<file path="src/sysctl_irq_pkg.sv">
// Constants, field layouts and carrier types for the system-control interrupt block
package sysctl_irq_pkg;

	// ----------------------------------------------------------------
	// Bus geometry
	// ----------------------------------------------------------------
	localparam int ADR_W = 12;
	localparam int EVT_N = 7;

	// ----------------------------------------------------------------
	// Register byte offsets
	// ----------------------------------------------------------------
	localparam logic [11:0] RAW_OFS   = 12'h050;
	localparam logic [11:0] MASK_OFS  = 12'h054;
	localparam logic [11:0] MSTAT_OFS = 12'h058;
	localparam logic [11:0] BOCTL_OFS = 12'h0A0;

	// ----------------------------------------------------------------
	// Field positions
	// ----------------------------------------------------------------
	localparam int PLL_LOCK_BIT   = 6;
	localparam int CUR_LIMIT_BIT  = 5;
	localparam int INT_OSC_BIT    = 4;
	localparam int MAIN_OSC_BIT   = 3;
	localparam int REG_UNREG_BIT  = 2;
	localparam int BROWNOUT_BIT   = 1;
	localparam int PLL_FAULT_BIT  = 0;
	localparam int BOSEL_BIT      = 1;

	// ----------------------------------------------------------------
	// Values after reset
	// ----------------------------------------------------------------
	localparam logic [6:0]  MASK_RST  = 7'h00;
	localparam logic [6:0]  RAW_RST   = 7'h00;
	localparam logic        BOSEL_RST = 1'b0;
	localparam logic [31:0] ZERO_WORD = 32'h0000_0000;

	// Event vector, bit 6 down to bit 0
	typedef struct packed {
		logic pll_lock;
		logic current_limit;
		logic internal_osc_fault;
		logic main_osc_fault;
		logic regulator_unregulated;
		logic brownout;
		logic pll_fault;
	} evt_t;

	// Classic Wishbone request bundle
	typedef struct packed {
		logic        cyc;
		logic        stb;
		logic        we;
		logic [11:0] adr;
		logic [3:0]  sel;
		logic [31:0] dat;
	} wb_req_t;

endpackage

</file>
<file path="src/sticky_event_bit.sv">
// One sticky status bit: hardware sets, software clears, set wins
`timescale 1ns/100ps
module sticky_event_bit #(
	parameter logic RST_VAL = 1'b0
) (
	input  wire logic clk_i,
	input  wire logic rst_i,
	input  wire logic set_i,
	input  wire logic clr_i,
	output logic      q_o
);

	logic q_r;
	logic q_nxt;

	// Set beats clear so an event landing on a clear is kept
	assign q_nxt = set_i | (q_r & ~clr_i);

	// State update
	always_ff @(posedge clk_i) begin
		if (rst_i) begin
			q_r <= RST_VAL;
		end else begin
			q_r <= q_nxt;
		end
	end

	assign q_o = q_r;

endmodule

</file>
<file path="src/sysctl_reg_decode.sv">
// Address decode for the system-control interrupt registers
`timescale 1ns/100ps
module sysctl_reg_decode
	import sysctl_irq_pkg::*;
(
	input  wire logic [11:0] adr_i,
	output logic             raw_hit_o,
	output logic             mask_hit_o,
	output logic             mstat_hit_o,
	output logic             boctl_hit_o,
	output logic             unmapped_o
);

	// Word compare; byte offset bits are ignored
	assign raw_hit_o   = (adr_i[11:2] == RAW_OFS[11:2]);
	assign mask_hit_o  = (adr_i[11:2] == MASK_OFS[11:2]);
	assign mstat_hit_o = (adr_i[11:2] == MSTAT_OFS[11:2]);
	assign boctl_hit_o = (adr_i[11:2] == BOCTL_OFS[11:2]);

	// Unmapped words still get an ack, reading zero
	assign unmapped_o  = ~(raw_hit_o | mask_hit_o | mstat_hit_o | boctl_hit_o);

endmodule

</file>
<file path="src/sysctl_irq.sv">
// System-control event masking, masked status and interrupt request
`timescale 1ns/100ps

module sysctl_irq
	import sysctl_irq_pkg::*;
(
	input  wire logic        clk_i,
	input  wire logic        rst_i,
	input  wire logic        wb_cyc_i,
	input  wire logic        wb_stb_i,
	input  wire logic        wb_we_i,
	input  wire logic [11:0] wb_adr_i,
	input  wire logic [3:0]  wb_sel_i,
	input  wire logic [31:0] wb_dat_i,
	output logic [31:0]      wb_dat_o,
	output logic             wb_ack_o,
	input  wire logic [6:0]  event_i,
	output logic             irq_o,
	output logic             brownout_reset_sel_o
);

	// ----------------------------------------------------------------
	// Bus request bundle
	// ----------------------------------------------------------------
	wb_req_t req;

	assign req.cyc = wb_cyc_i;
	assign req.stb = wb_stb_i;
	assign req.we  = wb_we_i;
	assign req.adr = wb_adr_i;
	assign req.sel = wb_sel_i;
	assign req.dat = wb_dat_i;

	// ----------------------------------------------------------------
	// Declarations
	// ----------------------------------------------------------------
	logic        ack_r;
	logic        ack_nxt;
	logic [31:0] rdat_r;
	logic [31:0] rdat_nxt;
	logic [6:0]  mask_r;
	logic [6:0]  mask_nxt;
	logic        bosel_r;
	logic        bosel_nxt;
	evt_t        raw_q;
	evt_t        mask_q;
	evt_t        masked_q;
	logic [6:0]  raw_w;
	logic [6:0]  masked_w;
	logic [6:0]  bosel_gate;
	logic [6:0]  w1c_w;
	logic        raw_hit;
	logic        mask_hit;
	logic        mstat_hit;
	logic        boctl_hit;
	logic        unmapped;
	logic        req_new;
	logic        rd_new;
	logic        wr_go;
	logic        lane0_wr;
	logic [31:0] rd_mux;

	// ----------------------------------------------------------------
	// Address decode
	// ----------------------------------------------------------------
	sysctl_reg_decode u_decode (
		.adr_i       (req.adr),
		.raw_hit_o   (raw_hit),
		.mask_hit_o  (mask_hit),
		.mstat_hit_o (mstat_hit),
		.boctl_hit_o (boctl_hit),
		.unmapped_o  (unmapped)
	);

	// ----------------------------------------------------------------
	// Bus handshake
	// ----------------------------------------------------------------
	// New request seen while ack low; ack drops the cycle after it rose
	assign req_new = req.cyc & req.stb & ~ack_r;
	assign rd_new  = req_new & ~req.we;
	assign ack_nxt = req_new;

	// Writes land on the edge that the master samples ack
	assign wr_go    = req.cyc & req.stb & req.we & ack_r;
	// Only byte lane 0 carries live bits
	assign lane0_wr = wr_go & req.sel[0];

	// Ack register
	always_ff @(posedge clk_i) begin
		if (rst_i) begin
			ack_r <= 1'b0;
		end else begin
			ack_r <= ack_nxt;
		end
	end

	assign wb_ack_o = ack_r;

	// ----------------------------------------------------------------
	// Mask and brown-out control registers
	// ----------------------------------------------------------------
	// Upper data bits are dropped so reserved mask bits never store
	assign mask_nxt  = (lane0_wr & mask_hit) ? req.dat[6:0] : mask_r;
	assign bosel_nxt = (lane0_wr & boctl_hit) ? req.dat[BOSEL_BIT] : bosel_r;

	// Control registers
	always_ff @(posedge clk_i) begin
		if (rst_i) begin
			mask_r  <= MASK_RST;
			bosel_r <= BOSEL_RST;
		end else begin
			mask_r  <= mask_nxt;
			bosel_r <= bosel_nxt;
		end
	end

	assign mask_q               = evt_t'(mask_r);
	assign brownout_reset_sel_o = bosel_r;

	// ----------------------------------------------------------------
	// Raw event status
	// ----------------------------------------------------------------
	// Clear strobes from a one written to the masked status word;
	// raw clears too, even if its mask bit is off
	assign w1c_w = (lane0_wr & mstat_hit) ? req.dat[6:0] : 7'h00;

	// Raw bits only take event set and the W1C clear; no direct write
	for (genvar g = 0; g < EVT_N; g++) begin : g_raw
		sticky_event_bit #(
			.RST_VAL (RAW_RST[g])
		) u_bit (
			.clk_i (clk_i),
			.rst_i (rst_i),
			.set_i (event_i[g]),
			.clr_i (w1c_w[g]),
			.q_o   (raw_w[g])
		);
	end

	assign raw_q = evt_t'(raw_w);

	// ----------------------------------------------------------------
	// Masked status and interrupt
	// ----------------------------------------------------------------
	// Brown-out routed to reset instead hides its interrupt
	assign bosel_gate = ~(7'(bosel_r) << BROWNOUT_BIT);

	// Per-bit AND, shared by read-back and interrupt
	assign masked_w = raw_w & mask_r & bosel_gate;
	assign masked_q = evt_t'(masked_w);

	// Combinational level from flops; no extra latency on the request
	assign irq_o = |masked_w;

	// ----------------------------------------------------------------
	// Read data
	// ----------------------------------------------------------------
	// Reserved bits and unmapped words read zero
	assign rd_mux = raw_hit   ? {25'h000_0000, raw_w}    :
	                mask_hit  ? {25'h000_0000, mask_r}   :
	                mstat_hit ? {25'h000_0000, masked_w} :
	                boctl_hit ? (32'(bosel_r) << BOSEL_BIT) :
	                ZERO_WORD;

	// Data is captured with ack so it stands for the ack cycle
	assign rdat_nxt = rd_new ? rd_mux : rdat_r;

	// Read data register
	always_ff @(posedge clk_i) begin
		if (rst_i) begin
			rdat_r <= ZERO_WORD;
		end else begin
			rdat_r <= rdat_nxt;
		end
	end

	assign wb_dat_o = rdat_r;
endmodule

</file>
<file path="config.mk">
export PLATFORM = sky130hd
export DESIGN_NAME = sysctl_irq
export DESIGN_NICKNAME = d
export VERILOG_FILES = /design/src/sysctl_irq_pkg.sv /design/src/sticky_event_bit.sv /design/src/sysctl_reg_decode.sv /design/src/sysctl_irq.sv
export SDC_FILE = /design/constraint.sdc
export NUM_CORES = 1
export LEC_CHECK = 0
export ABC_AREA = 0
export BUFFER_PORTS_ARGS = -buffer_cell sky130_fd_sc_hd__buf_2
export CAP_MARGIN = 20
export CORE_AREA = 2 2 76 49
export CTS_BUF_LIST = sky130_fd_sc_hd__clkbuf_16
export DETAILED_ROUTE_END_ITERATION = 8
export DIE_AREA = 0 0 78 51
export PLACE_DENSITY_LB_ADDON = 0.12
export SYNTH_ARGS = -nofsm -noshare
export SYNTH_HDL_FRONTEND = slang
export SYNTH_SLANG_ARGS = --single-unit
</file>
<file path="constraint.sdc">
create_clock -name clk_i -period 3.5 [get_ports clk_i]
set_clock_uncertainty 0.2 [all_clocks]
set_input_delay 0.7 -clock clk_i [delete_from_list [all_inputs] [get_ports clk_i]]
set_output_delay 0.7 -clock clk_i [all_outputs]
set_load 0.03 [all_outputs]
</file>
Yosys cells after proc, flatten, opt, wreduce, memory -nomap -nowiden --
Cells that the tools add are included.
Storage, ports and cells: bits in registers 48, bits in latches 0, memory bits (writable) 0, memory bits (read-only) 0, word-level logic and storage cells 56, memories 0
Operators by class: add/subtract/negate cells 0, $mul 0, div/mod/pow operators 0, order comparisons 0, equal/unequal tests 4, shift operators 0, mux-type cells 5, bitwise operators 35, reductions and logical operators 1
Operators with widths (count):
- equality test 10 x 5 -> 1 bit, second input constant | 3
- 2-to-1 mux 7 bit | 4
- AND 1 bit | 16
- AND 7 bit | 2
- equality test 10 x 6 -> 1 bit, second input constant | 1
- NOT 1 bit | 9
- NOT 2 -> 7 bit | 1
- OR 1 bit | 7
- OR reduction 7 bit | 1
- 2-to-1 mux 2 bit | 1

Depth between registers and ports, before layout --
Gate-level depths: netlist of the first run.
word-level depth 9, gate-level depth with buffers 5, depth with buffers taken out 4

By module --
Synthesis of the first run repeated with hierarchy kept, for this count alone.
Unflattened totals: cell total of the unflattened synthesis 173, area, all modules 1483.9 um2
By module, submodules not included:
- sysctl_irq | instances 1, cells an instance 131, area an instance 1126.1 um2, sequential area each 320.3 um2
- sticky_event_bit | instances 7, cells an instance 4, area an instance 38.8 um2, sequential area each 20.0 um2
- sysctl_reg_decode | instances 1, cells an instance 14, area an instance 86.3 um2, sequential area each 0.0 um2

Least setup slack after synthesis of the first run --
No wires, ideal clock.
kind input port to flip-flop, start in wb_adr_i[9], end reg g_raw[0].u_bit.q_r, arrival time 1.783 ns, data required time 3.168 ns, slack 1.386 ns, stages 5, path through or2_1 -> nor4_2 -> buf_2 -> and4b_1 -> nor3_1
On the way: longest elaborated chain between the ends 6
RTL lines:
- from (decl) | RTL line sysctl_irq.sv:12 | input wire logic [11:0] wb_adr_i,
- equality test 10 x 5 -> 1 bit | RTL line sysctl_reg_decode.sv:17 | assign mstat_hit_o = (adr_i[11:2] == MSTAT_OFS[11:2]);
- AND 1 bit | RTL line sysctl_irq.sv:125 | assign w1c_w = (lane0_wr & mstat_hit) ? req.dat[6:0] : 7'h00;
- 2-to-1 mux 7 bit | RTL line sysctl_irq.sv:125
- NOT 1 bit | RTL line sticky_event_bit.sv:17 | assign q_nxt = set_i | (q_r & ~clr_i);
- AND 1 bit | RTL line sticky_event_bit.sv:17
- OR 1 bit | RTL line sticky_event_bit.sv:17
- to (signal assigned) | RTL line sticky_event_bit.sv:24 | q_r <= q_nxt;
- to (decl) | RTL line sticky_event_bit.sv:13 | logic q_r;
Every way passes these cells. A chain may end at the register's enable or synchronous reset.

Final worst setup path of the first run --
start in wb_adr_i[9], end reg mask_r[1] (netlist: mask_q[1])
On the way: longest elaborated chain between the ends 2
RTL lines:
- equality test 10 x 5 -> 1 bit | RTL line sysctl_reg_decode.sv:16 | assign mask_hit_o = (adr_i[11:2] == MASK_OFS[11:2]);
- AND 1 bit | RTL line sysctl_irq.sv:103 | assign mask_nxt = (lane0_wr & mask_hit) ? req.dat[6:0] : mask_r;
- to (signal assigned) | RTL line sysctl_irq.sv:112 | mask_r <= mask_nxt;
- to (decl) | RTL line sysctl_irq.sv:41 | logic [6:0] mask_r;
Every way passes these cells.

==> results of run 1 <==
worst register-to-register path: stages, from the launching register on:
cell	delay (ps)
sky130_fd_sc_hd__dfxtp_1	360
sky130_fd_sc_hd__nand3_1	160
sky130_fd_sc_hd__nor4_2	500
sky130_fd_sc_hd__and2_1	380
sky130_fd_sc_hd__mux2i_1	210
kinds of logic (layout without fill, tap and decap cells):
group | Yosys count | count (layout)
and+or+nand+nor | 66 | 66
DFF | 23 | 23
other | 1 | 25
AOI/OAI and AO/OA | 31 | 31
muxes | 2 | 2
buffers and inverters | 35 | 48
power breakdown:
group | leakage [nW] | internal [W] | switching (W)
Sequential | 0.188 | 0.000272 | 0.00000917
Combinational | 0.514 | 0.0000314 | 0.0000724
Clock | 0.0409 | 0.000153 | 0.0000877
sequential cells by signal (all words and copies together) (netlist names):
signal and flops:
brownout_reset_sel_o 1, mask_q 7, g_raw.u_bit.q_o 7, wb_dat_o 7
wb_ack_o 1
per-stage QoR:
step	utilization [%]	hold slack [ps]	setup WS, ps	power, W	area [µm²]
floorplan	-	254.5	1386	0.0003786	1511
global placement	45.99	245.1	992.0	0.0003867	1565
detailed placement	45.99	266.5	987.9	0.0003898	1565
CTS	48.35	274.6	1205	0.0006322	1645
global route	48.35	307.1	1048	0.0006576	1645
finish	48.35	273.3	1212	0.0006256	1645
placed cells by master, fill, tap and decap left out, types with 2 or more instances in the layout:
cell type	n
sky130_fd_sc_hd__mux2i_1	2
sky130_fd_sc_hd__nand2b_1	10
sky130_fd_sc_hd__nor3_1	8
sky130_fd_sc_hd__and4b_1	7
sky130_fd_sc_hd__buf_4	3
sky130_fd_sc_hd__nor2_1	15
sky130_fd_sc_hd__a32oi_1	6
sky130_fd_sc_hd__o21ai_1	6
sky130_fd_sc_hd__nor4b_2	2
sky130_fd_sc_hd__nor2b_1	4
sky130_fd_sc_hd__conb_1	25
sky130_fd_sc_hd__nor4_2	2
sky130_fd_sc_hd__nand3_1	2
sky130_fd_sc_hd__a21o_1	6
sky130_fd_sc_hd__dfxtp_1	23
sky130_fd_sc_hd__inv_1	2
sky130_fd_sc_hd__nand4b_1	6
sky130_fd_sc_hd__clkbuf_16	3
sky130_fd_sc_hd__a22oi_1	2
sky130_fd_sc_hd__a211oi_1	6
sky130_fd_sc_hd__buf_2	39
synthesized netlist by cell type, types with 2 or more instances:
cell type	number	area [µm²]
sky130_fd_sc_hd__buf_4	25	187.7
sky130_fd_sc_hd__dfxtp_1	23	460.4
sky130_fd_sc_hd__nor2_1	15	56.30
sky130_fd_sc_hd__nand2b_1	10	62.56
sky130_fd_sc_hd__nor3_1	8	40.04
sky130_fd_sc_hd__and4b_1	7	70.07
sky130_fd_sc_hd__a211oi_1	6	45.04
sky130_fd_sc_hd__a21o_1	6	45.04
sky130_fd_sc_hd__a32oi_1	6	52.55
sky130_fd_sc_hd__nand4b_1	6	52.55
sky130_fd_sc_hd__o21ai_1	6	30.03
sky130_fd_sc_hd__buf_2	4	20.02
sky130_fd_sc_hd__clkbuf_1	4	15.01
sky130_fd_sc_hd__nor2b_1	4	25.02
sky130_fd_sc_hd__a22oi_1	2	15.01
sky130_fd_sc_hd__inv_1	2	7.510
sky130_fd_sc_hd__mux2i_1	2	20.02
sky130_fd_sc_hd__nand3_1	2	10.01
sky130_fd_sc_hd__nor4_2	2	25.02
sky130_fd_sc_hd__nor4b_2	2	30.03
worst max-delay path by stage:
| stage | cells after the start | endpoint | slack [ps] |
|---|---|---|---|
| 2_1_floorplan | 5 | g_raw[0].u_bit.q_o$_SDFF_PP0_ | 1390 |
| 3_3_place_gp | 5 | mask_q[1]$_SDFFE_PP0P_ | 990 |
| 3_5_place_dp | 6 | g_raw[4].u_bit.q_o$_SDFF_PP0_ | 990 |
| 4_1_cts | 5 | mask_q[1]$_SDFFE_PP0P_ | 1200 |
| 5_1_grt | 5 | mask_q[1]$_SDFFE_PP0P_ | 1050 |
| 6_report | 5 | mask_q[1]$_SDFFE_PP0P_ | 1210 |
per-layer routing:
layer	track usage [%]	routed length, µm	vias up
met5	0	0	-
met4	1.754	8	0
met3	5.124	250	2
met2	23.71	1296	44
met1	25.73	1581	536
li1	-	-	607
area by class of cell:
class | count | area (µm²)
inverter | 2 | 7.507
multi-input combinational | 124 | 820.8
timing repair buffer | 42 | 217.7
tap | 47 | 58.81
clock inverter | 1 | 5.005
fill | 344 | 1758
clock buffer | 3 | 75.07
sequential | 23 | 460.4
==> results.toml, run 1 <==
[outcome]
status = "completed"

[logic_synthesis]
count_of_mapped_cells_out_of_synthesis = 158
synth.avg_cell_area_um2 = 8.996
ys_ff_latch = 23
synthesis.yosys.warnings = 0
synth_flop_cell = "sky130_fd_sc_hd__dfxtp_1"
ys_seq_area_share_pct = 32.39
synth_area_um2 = 1421
synth_edf_count = 0
ys_async_sr_fraction_pct = 0
distinct_cell_type_count_of_the_synthesized_netlist = 36
synth.mux.area_fraction_pct = 1.408
post_synth_fa_ha_maj_area_fraction_pct = 0
yosys.area_share.xor_xnor_pct = 0
main_combinational_cell_family_by_area_after_synthesis = "simple AND/OR/NAND/NOR gates"
yosys.area_share.simple_pct = 33.63
compound_gate_fraction_of_synth_area_pct = 16.11

[power_and_ir_drop]
p_leak_nw = 0.7436
power.density_cell_area_nw_per_um2 = 380.2
max-vdd-ir-drop_v = 0.0002038

[route]
detailroute.via_count = 1189
post_drt_via_cell_ratio = 4.913
routed_wirelength_um = 3136
detail_route.iter0.violations = 73
first_pass_iteration_count_of_the_detailed_router = 4
detail_route.wl_per_cell_um = 12.96
drtAntennaViolNets = 0
drc = 0

[timing]
period_utilisation_layout_pct = 65.37
drv_slew = 0
tightestPinTransition_ps = 618.1
final.min_clock_period_ps = 2288
final-setup-viol-count = 0
fmaxAchievable_mhz = 437.1
grt_setup_unrepaired = "false"
setup_total_negative_slack_ps = 0
finalHoldViolations = 0
max_slew_margin_pct = 58.45

[setup_path]
regToRegSetupSlack_ps = 1630
class_of_the_most_critical_setup_path = "in -> reg"
r2r_start = "wb_ack_o$_SDFF_PP0_"
setup.worst_path.start_class = "input pin"
timing.critical_path.buf_inv = 1
path_cells = "buf_2 > or2_1 > nor4_2 > and2_1 > mux2i_1"
worst_ep_required_time_ps = 3490
critical_path.reg2reg.endpoint = "mask_q[1]$_SDFFE_PP0P_"
critical_path_start = "wb_adr_i[9]"
crit_arrival_ps = 2270
path_max_fanout = 7
critPathCaptureType = "flop"
critPathTopFamily = "simple AND/OR/NAND/NOR gates"
critPathMaxStageDelay_ps = 600
r2r.worst_path.cells = 4
slowest_stage = "sky130_fd_sc_hd__nor4_2"

[clock_tree]
worstSkewPairLatency_ps = 250
htree_depth = 1
post_cts_hold_buffer_count = 0
cts_inserted_buffers = 3
cell_chosen_for_the_clock_root = "sky130_fd_sc_hd__clkbuf_16"
cts.sinks = 23
postcts_resize_cnt = 0
post_cts_buffers = 0
tritoncts = "yes"
clk_pin_slew_ps = 60
max-clock-path-buffers = 2

[global_routing]
initial_antenna_violation_count = 0
overall_overflow_remaining_after_global_route = 0
grt_first_pass_wirelength_um = 5230
via_count_of_the_first_global_routing_pass = 1030
track_usage_pct = 16.85
grt_start_max_net_pins = 31

[placed_design]
place.detailed.instances = 238
hpwlAfterDp_um = 2443
gp_routability_congestion = 0.7224
io_port_bufs = 39

[floorplan]
fp-row-count = 17
initial_utilization_pct = 41.76
die_area_um2 = 3978
chipWidth_um = 78
chipHeight_um = 51
pin_count = 95
core_area_um2 = 3403

[hold_path]
holdPathStages = 1
worst_hold_path_type = "reg -> reg"
whs_endpoint = "wb_ack_o$_SDFF_PP0_"
min-delay-start = "wb_ack_o$_SDFF_PP0_"

[layout]
layout-area-overhead-vs-synth_pct = 15.76
layout_cells_sized_above_1_pct = 28.72
num_antenna_cells = 0
finish.cell_count_without_fillers = 242
nNetsFinal = 256

[job]
drv.max_cap_violation_count = 0
Power figures use the tool's default switching activity.
==> run 2, diff against run 1 <==
- CORE_AREA: 2 2 76 49 -> 2 2 82 53
- DIE_AREA: 0 0 78 51 -> 0 0 84 55
- clock period: 3.5 -> 2 ns (I/O delays scaled with it)
==> results.toml, run 2 (same netlist as run 1, synthesis figures left out) <==
[timing]
period_utilisation_layout_pct = 96.72
final-setup-viol-count = 0
final.min_clock_period_ps = 1934
finalHoldViolations = 0
setup_total_negative_slack_ps = 0
timing.final.ws_setup_ps = 65.58
grt_setup_unrepaired = "true"
drv_slew = 0
fmaxAchievable_mhz = 517.0

[clock_tree]
cts_inserted_buffers = 3
clk_pin_slew_ps = 60
cts.sinks = 23
post_cts_hold_buffer_count = 0
worstSkewPairLatency_ps = 250
tritoncts = "yes"
cell_chosen_for_the_clock_root = "sky130_fd_sc_hd__clkbuf_16"
htree_depth = 1
post_cts_buffers = 0
max-clock-path-buffers = 2
postcts_resize_cnt = 0

[layout]
layout_cells_sized_above_1_pct = 33.17
ff_latch_area_um2 = 462.9
nNetsFinal = 266
layout.cells.most_common = "sky130_fd_sc_hd__buf_2"
multiInputGateArea_um2 = 828.3
fill_cells = 415
layout.cells.most_common_list = "sky130_fd_sc_hd__buf_2 (38), sky130_fd_sc_hd__conb_1 (25), sky130_fd_sc_hd__dfxtp_1 (21), sky130_fd_sc_hd__nor2_1 (15), sky130_fd_sc_hd__buf_4 (13)"
layout-area-overhead-vs-synth_pct = 22.36
num_antenna_cells = 0

[global_routing]
grt.met1_usage_pct = 22.67
overall_overflow_remaining_after_global_route = 0
track_usage_pct = 15.97
initial_antenna_violation_count = 0
grt_util_met2_pct = 25.60
global_route.peak_usage_layer = "met2"
via_count_of_the_first_global_routing_pass = 1150
gr-usage-met3_pct = 4.599
grt_first_pass_wirelength_um = 5761
grt_start_max_net_pins = 31

[setup_path]
critPathCaptureType = "primary output"
class_of_the_most_critical_setup_path = "reg -> out"
path_cells = "nor2b_4 > a222oi_1 > nand3_1 > buf_6"
path_max_fanout = 3
critPathMaxStageDelay_ps = 330
r2r.worst_path.cells = 5
critical_path.reg2reg.endpoint = "g_raw[4].u_bit.q_o$_SDFF_PP0_"
setup.worst_path.start_class = "flop"
r2r_start = "wb_ack_o$_SDFF_PP0_"
worst_ep_required_time_ps = 1400
regToRegSetupSlack_ps = 310
crit_arrival_ps = 1330
slowest_stage = "sky130_fd_sc_hd__dfxtp_2"

[route]
first_pass_iteration_count_of_the_detailed_router = 4
detailroute.via_count = 1254
post_drt_via_cell_ratio = 4.918
drc = 0
detail_route.wl_per_cell_um = 13.63
routed_wirelength_um = 3475
drtAntennaViolNets = 0
detail_route.iter0.violations = 107

[power_and_ir_drop]
power.density_cell_area_nw_per_um2 = 636.2
max-vdd-ir-drop_v = 0.0003325
p_leak_nw = 0.7995

[floorplan]
core_area_um2 = 3896
chipHeight_um = 55
pin_count = 95
fp-row-count = 18
die_area_um2 = 4620
chipWidth_um = 84
initial_utilization_pct = 36.48

[placed_design]
hpwlAfterDp_um = 2750
io_port_bufs = 39
pre_cts_slack_ps = -82.08
gp_routability_congestion = 0.7200

[hold_path]
holdPathStages = 3
whs_endpoint = "g_raw[1].u_bit.q_o$_SDFF_PP0_"
min-delay-start = "event_i[1]"
worst_hold_path_type = "in -> reg"

[outcome]
status = "completed"

[job]
drv.max_cap_violation_count = 0
-- run 2: changes by cell type in the layout (fill, tap and decap cells not counted), sizes merged --
cell / delta
buf: +10
clkinv: -1
inv: +1
-- run 2: power by group --
part / total (W) / leakage (nW) / internal (W) / switching [W]
Sequential: 0.000491 / 0.189 / 0.000475 / 0.0000154
Clock: 0.000421 / 0.0423 / 0.000266 / 0.000155
Combinational: 0.000195 / 0.568 / 0.0000641 / 0.000130
-- run 2: layout make-up --
type / count / share of cell area (%)
Sequential cell: 23 / 26.62
Timing Repair Buffer: 52 / 17.19
Multi-Input combinational cell: 124 / 47.63
Clock buffer: 3 / 4.317
Clock inverter: 1 / 0.2158
Tap cell: 50 / 3.597
Inverter: 2 / 0.4317
-- run 2: how the worst max path moves through the flow --
stage,startpoint,endpoint,slack (ps),cells past startpoint
floorplan,wb_adr_i[9],g_raw[0].u_bit.q_o$_SDFF_PP0_,190,5
global placement,wb_adr_i[3],wb_dat_o[4]$_SDFFE_PP0P_,-4,5
detailed placement,wb_adr_i[3],wb_dat_o[4]$_SDFFE_PP0P_,-80,5
CTS,g_raw[1].u_bit.q_o$_SDFF_PP0_,irq_o,30,4
global route,g_raw[1].u_bit.q_o$_SDFF_PP0_,irq_o,-0.9,4
finish,g_raw[1].u_bit.q_o$_SDFF_PP0_,irq_o,70,4
-- run 2: critical path, delay by kind of cell (launching register included) --
kind | cells | cell delay, ps
AO/OA/AOI/OAI | 1 | 320
buffers and inverters | 1 | 160
AND/OR/NAND/NOR | 2 | 260
flip-flops | 1 | 330
-- run 2: routing by layer --
metal | share of wire, % | vias to the layer above
met3 | 9.0 | 2
met2 | 42 | 59
met5 | 0 | -
li1 | - | 624
met1 | 49 | 569
met4 | 0.12 | 0
-- run 2: per-stage QoR --
step | cell area (µm²) | instances | util (%) | hold slack (ps) | power (W)
detailed placement | 1644 | 251 | 42.20 | 260.6 | 0.0006934
global placement | 1644 | 251 | 42.20 | 244.2 | 0.0006866
CTS | 1723 | 255 | 44.22 | 210.4 | 0.001120
global route | 1739 | 255 | 44.64 | 231.4 | 0.001164
finish | 1739 | 255 | 44.64 | 210.0 | 0.001106
floorplan | 1511 | 182 | - | 254.5 | 0.0006626
